$ cat config.mk
export PLATFORM = sky130hd
export DESIGN_NAME = bias_offset_bank
export DESIGN_NICKNAME = d
export VERILOG_FILES = /design/src/verilog/bias_offset_bank.v /design/src/verilog/offset_adder.v /design/src/verilog/offset_reg.v
export VERILOG_INCLUDE_DIRS = /design/src /design/src/inc
export SDC_FILE = /design/constraint.sdc
export NUM_CORES = 1
export LEC_CHECK = 0
export BUFFER_PORTS_ARGS = -buffer_cell sky130_fd_sc_hd__buf_2
export CORE_UTILIZATION = 54
export CTS_CLUSTER_DIAMETER = 60
export DETAILED_ROUTE_END_ITERATION = 6
export PLACE_DENSITY = 0.83
export SETUP_SLACK_MARGIN = 0.5
export SLEW_MARGIN = 20
export SYNTH_ARGS = -nofsm -noshare
export SYNTH_HDL_FRONTEND = slang
export SYNTH_SLANG_ARGS = --single-unit
$ cat constraint.sdc
create_clock -name CLOCK -period 6.1 [get_ports CLOCK]
set_input_delay 1.22 -clock CLOCK [delete_from_list [all_inputs] [get_ports CLOCK]]
set_output_delay 1.22 -clock CLOCK [all_outputs]
set_load 0.005 [all_outputs]
$ cat src/inc/bias_offset_defs.vh
// constants for the bias-offset register bank and its correction path
// assumes: included by bare name from each design file that needs it
`ifndef BIAS_OFFSET_DEFS_VH
`define BIAS_OFFSET_DEFS_VH

// register indices; byte address on the bus is four times the index
`define IDX_GYRO_Z_OFFSET_LOWER 12'h0048
`define IDX_GYRO_Z_OFFSET_UPPER 12'h004a
`define IDX_ACCEL_X_OFFSET_LOWER 12'h004c
`define IDX_ACCEL_X_OFFSET_UPPER 12'h004e
`define IDX_ACCEL_Y_OFFSET_LOWER 12'h0050
`define IDX_ACCEL_Y_OFFSET_UPPER 12'h0052
`define IDX_ACCEL_Z_OFFSET_LOWER 12'h0054

// bank shape
`define OFFSET_REG_COUNT 7
`define OFFSET_AXIS_COUNT 4
`define OFFSET_WORD_W 16
`define SAMPLE_W 32
`define PADDR_W 12

// field positions of a 16-bit word in the 32-bit bus word
`define WORD_MSB 15
`define WORD_LSB 0

// reset values
`define RST_OFFSET_WORD 16'h0000
`define RST_BUS_WORD 32'h0000_0000

// saturation limits of the 32-bit twos-complement result
`define SAT_POS 32'h7fff_ffff
`define SAT_NEG 32'h8000_0000

`endif

$ cat src/verilog/bias_offset_bank.v
// user bias-offset register bank with APB access and correction path
// assumes: calibrated samples arrive on CLOCK from the sensor chain;
// the z accelerometer upper word lives in a neighbouring bank
//
// Operation
// - the z gyro lower and upper words form one 32-bit offset applied to the z gyro bias.
// - the x accel lower and upper words form one 32-bit offset applied to the x accel bias.
// - the y accel lower and upper words form one 32-bit offset applied like the x accel one.
// - the z gyro upper register holds all 16 bits of the top half of its offset.
// - the x accel upper register holds all 16 bits of the top half of its offset.
// - the y accel upper register holds all 16 bits of the top half of its offset.
// - the z accel lower register holds all 16 bits of the bottom half of its offset.
// - the upper word scales like the 16-bit output and the pair like the 32-bit output.
//
// Implementation choice: register access over APB.
`timescale 1ns/1ps
`include "bias_offset_defs.vh"

module bias_offset_bank (
	input wire CLOCK,
	input wire RST,
	input wire CE,
	input wire PSEL,
	input wire PENABLE,
	input wire PWRITE,
	input wire [11:0] PADDR,
	input wire [31:0] PWDATA,
	input wire [3:0] PSTRB,
	output wire [31:0] PRDATA,
	output wire PREADY,
	output wire PSLVERR,
	input wire SAMPLE_VALID,
	input wire [31:0] GYRO_Z_SAMPLE,
	input wire [31:0] ACCEL_X_SAMPLE,
	input wire [31:0] ACCEL_Y_SAMPLE,
	input wire [31:0] ACCEL_Z_SAMPLE,
	input wire [15:0] ACCEL_Z_UPPER,
	output wire [15:0] ACCEL_Z_LOWER,
	output wire [31:0] GYRO_Z_CORRECTED,
	output wire [31:0] ACCEL_X_CORRECTED,
	output wire [31:0] ACCEL_Y_CORRECTED,
	output wire [31:0] ACCEL_Z_CORRECTED,
	output wire [3:0] CORRECTED_VALID
);

	// index table, one 12-bit entry per register, entry 0 lowest
	wire [`OFFSET_REG_COUNT*12-1:0] idx_table;
	assign idx_table = {
		`IDX_ACCEL_Z_OFFSET_LOWER,
		`IDX_ACCEL_Y_OFFSET_UPPER,
		`IDX_ACCEL_Y_OFFSET_LOWER,
		`IDX_ACCEL_X_OFFSET_UPPER,
		`IDX_ACCEL_X_OFFSET_LOWER,
		`IDX_GYRO_Z_OFFSET_UPPER,
		`IDX_GYRO_Z_OFFSET_LOWER
	};

	// bus phase qualifiers
	wire setup_ph;
	wire access_ph;
	wire aligned;
	assign setup_ph = PSEL && !PENABLE;
	assign access_ph = PSEL && PENABLE;
	assign aligned = (PADDR[1:0] == 2'b00);

	// register storage, flat: word i at [16*i+15 : 16*i]
	wire [`OFFSET_REG_COUNT*16-1:0] words;
	wire [`OFFSET_REG_COUNT-1:0] hit;

	// frozen clock enable also holds off the bus answer
	assign PREADY = CE;

	// one decoder and one storage word per register
	genvar i;
	generate
		for (i = 0; i < `OFFSET_REG_COUNT; i = i + 1) begin : g_reg
			wire [11:0] idx;
			wire [11:0] byte_addr;
			assign idx = idx_table[12*i+11:12*i];
			assign byte_addr = {idx[9:0], 2'b00};
			assign hit[i] = aligned && (PADDR == byte_addr);
			// all sixteen bits writable and held
			offset_reg u_word (
				.clk(CLOCK),
				.rst(RST),
				.ce(CE),
				.wr_en(access_ph && PWRITE && hit[i]),
				.strb(PSTRB[1:0]),
				.wdata(PWDATA[`WORD_MSB:`WORD_LSB]),
				.q_r(words[16*i+15:16*i])
			);
		end
	endgenerate

	// read mux over the decoded word; nothing selected reads zero
	reg [15:0] rd_word;
	integer k;
	always @* begin
		rd_word = `RST_OFFSET_WORD;
		for (k = 0; k < `OFFSET_REG_COUNT; k = k + 1) begin
			if (hit[k]) begin
				rd_word = words[16*k +: 16];
			end
		end
	end

	// read data and error taken in the setup cycle, shown in access;
	// registering here keeps PRDATA glitch free at zero wait states
	reg [31:0] prdata_r;
	reg pslverr_r;
	always @(posedge CLOCK) begin
		if (RST) begin
			prdata_r <= `RST_BUS_WORD;
			pslverr_r <= 1'b0;
		end else if (CE && setup_ph) begin
			prdata_r <= {16'h0000, rd_word};
			pslverr_r <= ~|hit;
		end
	end

	// error only shown during the access phase
	assign PRDATA = prdata_r;
	assign PSLVERR = pslverr_r && access_ph;

	// neighbour bank needs our half of the z accel pair
	assign ACCEL_Z_LOWER = words[16*6+15:16*6];

	// combined offsets: upper word on top, lower word below, so the
	// upper lsb weighs as the 16-bit output lsb and the pair as 32-bit
	wire [`OFFSET_AXIS_COUNT*32-1:0] offsets;
	assign offsets[31:0] = {words[31:16], words[15:0]};
	assign offsets[63:32] = {words[63:48], words[47:32]};
	assign offsets[95:64] = {words[95:80], words[79:64]};
	assign offsets[127:96] = {ACCEL_Z_UPPER, words[111:96]};

	// calibrated samples per axis, same order as the offsets
	wire [`OFFSET_AXIS_COUNT*32-1:0] samples;
	assign samples = {ACCEL_Z_SAMPLE, ACCEL_Y_SAMPLE, ACCEL_X_SAMPLE,
		GYRO_Z_SAMPLE};

	// corrected results per axis
	wire [`OFFSET_AXIS_COUNT*32-1:0] results;

	// offset added before the result reaches the output registers
	genvar a;
	generate
		for (a = 0; a < `OFFSET_AXIS_COUNT; a = a + 1) begin : g_axis
			offset_adder u_add (
				.clk(CLOCK),
				.rst(RST),
				.ce(CE),
				.in_valid(SAMPLE_VALID),
				.sample(samples[32*a+31:32*a]),
				.offset(offsets[32*a+31:32*a]),
				.result_r(results[32*a+31:32*a]),
				.out_valid_r(CORRECTED_VALID[a])
			);
		end
	endgenerate

	// outputs straight from the adder flip-flops
	assign GYRO_Z_CORRECTED = results[31:0];
	assign ACCEL_X_CORRECTED = results[63:32];
	assign ACCEL_Y_CORRECTED = results[95:64];
	assign ACCEL_Z_CORRECTED = results[127:96];

endmodule // bias_offset_bank

$ cat src/verilog/offset_adder.v
// adds a signed 32-bit offset to a signed 32-bit sample, one stage
// assumes: sample and valid come from logic on the same clock
`timescale 1ns/1ps
`include "bias_offset_defs.vh"

module offset_adder (
	input wire clk,
	input wire rst,
	input wire ce,
	input wire in_valid,
	input wire [31:0] sample,
	input wire [31:0] offset,
	output reg [31:0] result_r,
	output reg out_valid_r
);

	wire [32:0] sum;
	wire ovf;

	// sign-extended sum; overflow when the two top bits differ
	assign sum = {sample[31], sample} + {offset[31], offset};
	assign ovf = sum[32] ^ sum[31];

	// saturate rather than wrap, so a large offset never flips the sign
	always @(posedge clk) begin
		if (rst) begin
			result_r <= `RST_BUS_WORD;
			out_valid_r <= 1'b0;
		end else if (ce) begin
			out_valid_r <= in_valid;
			if (in_valid) begin
				if (ovf) begin
					result_r <= sum[32] ? `SAT_NEG : `SAT_POS;
				end else begin
					result_r <= sum[31:0];
				end
			end
		end
	end

endmodule // offset_adder

$ cat src/verilog/offset_reg.v
// one 16-bit read/write offset word with byte-lane write strobes
// assumes: wr_en already qualified by the bus slave's write decode
`timescale 1ns/1ps
`include "bias_offset_defs.vh"

module offset_reg (
	input wire clk,
	input wire rst,
	input wire ce,
	input wire wr_en,
	input wire [1:0] strb,
	input wire [15:0] wdata,
	output reg [15:0] q_r
);

	// each byte lane written on its own strobe; frozen while ce is low
	always @(posedge clk) begin
		if (rst) begin
			q_r <= `RST_OFFSET_WORD;
		end else if (ce && wr_en) begin
			if (strb[0]) begin
				q_r[7:0] <= wdata[7:0];
			end
			if (strb[1]) begin
				q_r[15:8] <= wdata[15:8];
			end
		end
	end

endmodule // offset_reg
==> run metrics <==
status complete, but fails checks; failing checks design-rule violations; Filler cells 2651; detailed placement HPWL 43250 µm; largest net degree at the start of global routing 155; synth warn 0; Int Pwr 0.002989 W; Synth Register Bits 258; DIE AREA 32480 µm²; switch share 0.2762; fraction of registers with async set/reset 0; sequential share of power 0.432; Die Y 180.2 µm; prevailing post-synth register cell dfxtp_1; EDFF count, synth 0; Clk pin slew, worst setup/hold paths 60 ps; maximum clock frequency 226.7 MHz; synthesized area 17150 µm²; dpl cell area 19000 µm²; first-pass GRT wire length 87020 µm; hold buffers post-CTS 0; Seq/Total Area, Yosys 0.3011; Nets 2711; drt drc 3; cell area after layout 19990 µm²; setup TNS 0 ps; # Post-CTS Setup Buffers 0; crit start category input port; synth cell count leaders nor2_1 (335), dfxtp_1 (258), nand2_1 (184); Final period util 0.7230; grt ovf 0; Overall Global Routing Usage 0.3317; Gate power share 0.156; chip width 180.2 µm; Finished Layout Cells 2802; Tot Pwr 0.004129 W; Switch Pwr 0.001141 W; remaining antenna violation count 0; data arrival time of the critical path 4860 ps; unrepaired setup endpoints after global routing no; Via density 6.276; row cnt 64; LEAKAGE 8.913 nW; skew final 18.74 ps; RePlAce Congestion 1.013; critical-path maximum fanout 24; met2 usage 0.5456; VDD IR max 257.4 µV; gr busiest metal met2; Clock Power Share 0.412; pre-CTS setup slack 1264 ps; PD cells 206.6 nW/µm²; H-tree levels 1; post-synth top area cell dfxtp_1; Sinks on Clock Net 258; worst hold path class reg2reg; cell count after synthesis 2095; count leader, synth nor2_1; root buffer cell clkbuf_16; Post-Place Cells 2745; syn avg cell area 8.187 µm²; share of the synthesized area in the top cell type 0.3011; core area 30910 µm²; worst skew pair latency 560 ps; DR vias 17590; Critical Path End Type flip-flop; met3 Usage GRT 0.05719; clock period minus worst slack 4410 ps; met1 usage 0.4131; endpoints failing setup 0; layout cell share with drive strength beyond 1 0.1886; Area growth syn-to-layout 16.53%; cts bufs inserted 29; vias in the first global route 16410; Final Max Tran Viols 0; drt first pass iters 7; Clock Path Buffers 3; Routed WL 56350 µm; num ports 381; TritonCTS clock tree built; wire per inst 20.11 µm; Cell variety after synth 81; initial antenna violation count 6; Worst slew margin 0.1527; initial DRC count 1868; Initial Util 0.5549; PostCTS Resize Cnt 0; Final Hold Viols 0; Port Buffers 346; CP Data Required Time 6550 ps; MaxCap Viol Count 0; Worst-Margin Slew 1261 ps; top cells by area, synth dfxtp_1 (30%), ha_1 (9.3%), nor2_1 (7.3%); Crit Path Category in2reg; Setup WS post-layout 1690 ps
## placed cells by master, fill, tap and decap left out, types with 31 or more instances in the layout
cell / instances
a211oi_1: 110
a21o_1: 40
a21oi_1: 131
buf_2: 345
dfxtp_1: 258
ha_1: 128
inv_1: 50
mux2i_1: 115
nand2_1: 184
nor2_1: 334
nor3_1: 33
o21ai_0: 67
xnor2_1: 70
xor2_1: 31
## per-stage QoR
step | util | hold WS [ps]
after global routing | 0.6465 | 508.0
after CTS | 0.6446 | 493.4
after detailed placement | 0.6147 | 476.3
after floorplan | - | 469.4
after global placement | 0.6144 | 476.5
final | 0.6467 | 490.4
## sequential cells by signal (all words and copies together) (netlist names)
| signal | cells |
|---|---|
| PRDATA | 16 |
| g_axis.u_add.out_valid_r | 1 |
| pslverr_r | 1 |
| g.u_word.q_r | 112 |
| g_axis.u_add.result_r | 128 |
## area by class of cell
| type | instances | area (µm²) | area share |
|---|---|---|---|
| diodes | 4 | 10.01 | 0.0005008 |
| clock buffers | 40 | 817.0 | 0.04088 |
| flip-flops and latches | 258 | 5165 | 0.2584 |
| clock inverters | 13 | 108.9 | 0.005446 |
| repair buffers | 366 | 1901 | 0.09509 |
| multi-input cells | 1675 | 11300 | 0.5655 |
| inverters | 50 | 187.7 | 0.009390 |
| well taps | 396 | 495.5 | 0.02479 |
## routing by layer
layer  up-vias  part of all wire
met5         -           0.00069
met4         6             0.060
met3       191             0.093
met2       961              0.45
met1      8170              0.39
li1       8257                 -
## path summary, 6_finish.rpt
| path | depth (start not counted) | to | slack (ps) | from |
|---|---|---|---|---|
| worst min register to register | 2 | g_axis[0].u_add.result_r[16] | 490 | g_axis[0].u_add.result_r[16] |
| worst min-delay path | 2 | g_axis[0].u_add.result_r[16] | 490 | g_axis[0].u_add.result_r[16] |
| worst max-delay path | 10 | g_axis[2].u_add.result_r[20] | 1690 | ACCEL_Y_SAMPLE[17] |
| worst max register to register | 9 | g_axis[2].u_add.result_r[20] | 2000 | g_reg[5].u_word.q_r[1] |
## power groups by stage
| stage | logic [W] | clock network (W) | registers [W] |
|---|---|---|---|
| after CTS | 0.000632 | 0.00171 | 0.00178 |
| after floorplan | 0.000393 | 0 | 0.00183 |
| final | 0.000644 | 0.00170 | 0.00178 |
| after global routing | 0.000707 | 0.00177 | 0.00179 |
| after detailed placement | 0.000629 | 0 | 0.00182 |
| after global placement | 0.000615 | 0 | 0.00182 |
## cell families after synthesis
kind of cell / Yosys count / synth area share
flops: 258 / 0.3011
fa+ha+maj: 133 / 0.09862
xor+xnor: 102 / 0.05252
other cells: 1 / 0.0002186
mux: 118 / 0.06981
compound gates: 591 / 0.2425
buf+inv: 177 / 0.04749
simple gates: 715 / 0.1878
## critical path, stage by stage
cell and delay, ps:
buf_2 100, ha_1 440, nand4_1 190, or4_1 550
a31oi_1 310, o2111ai_1 180, o211a_1 250, xnor2_2 450
nand2_1 650, a311oi_1 510
Note: power is estimated with default switching activity, not from simulation.
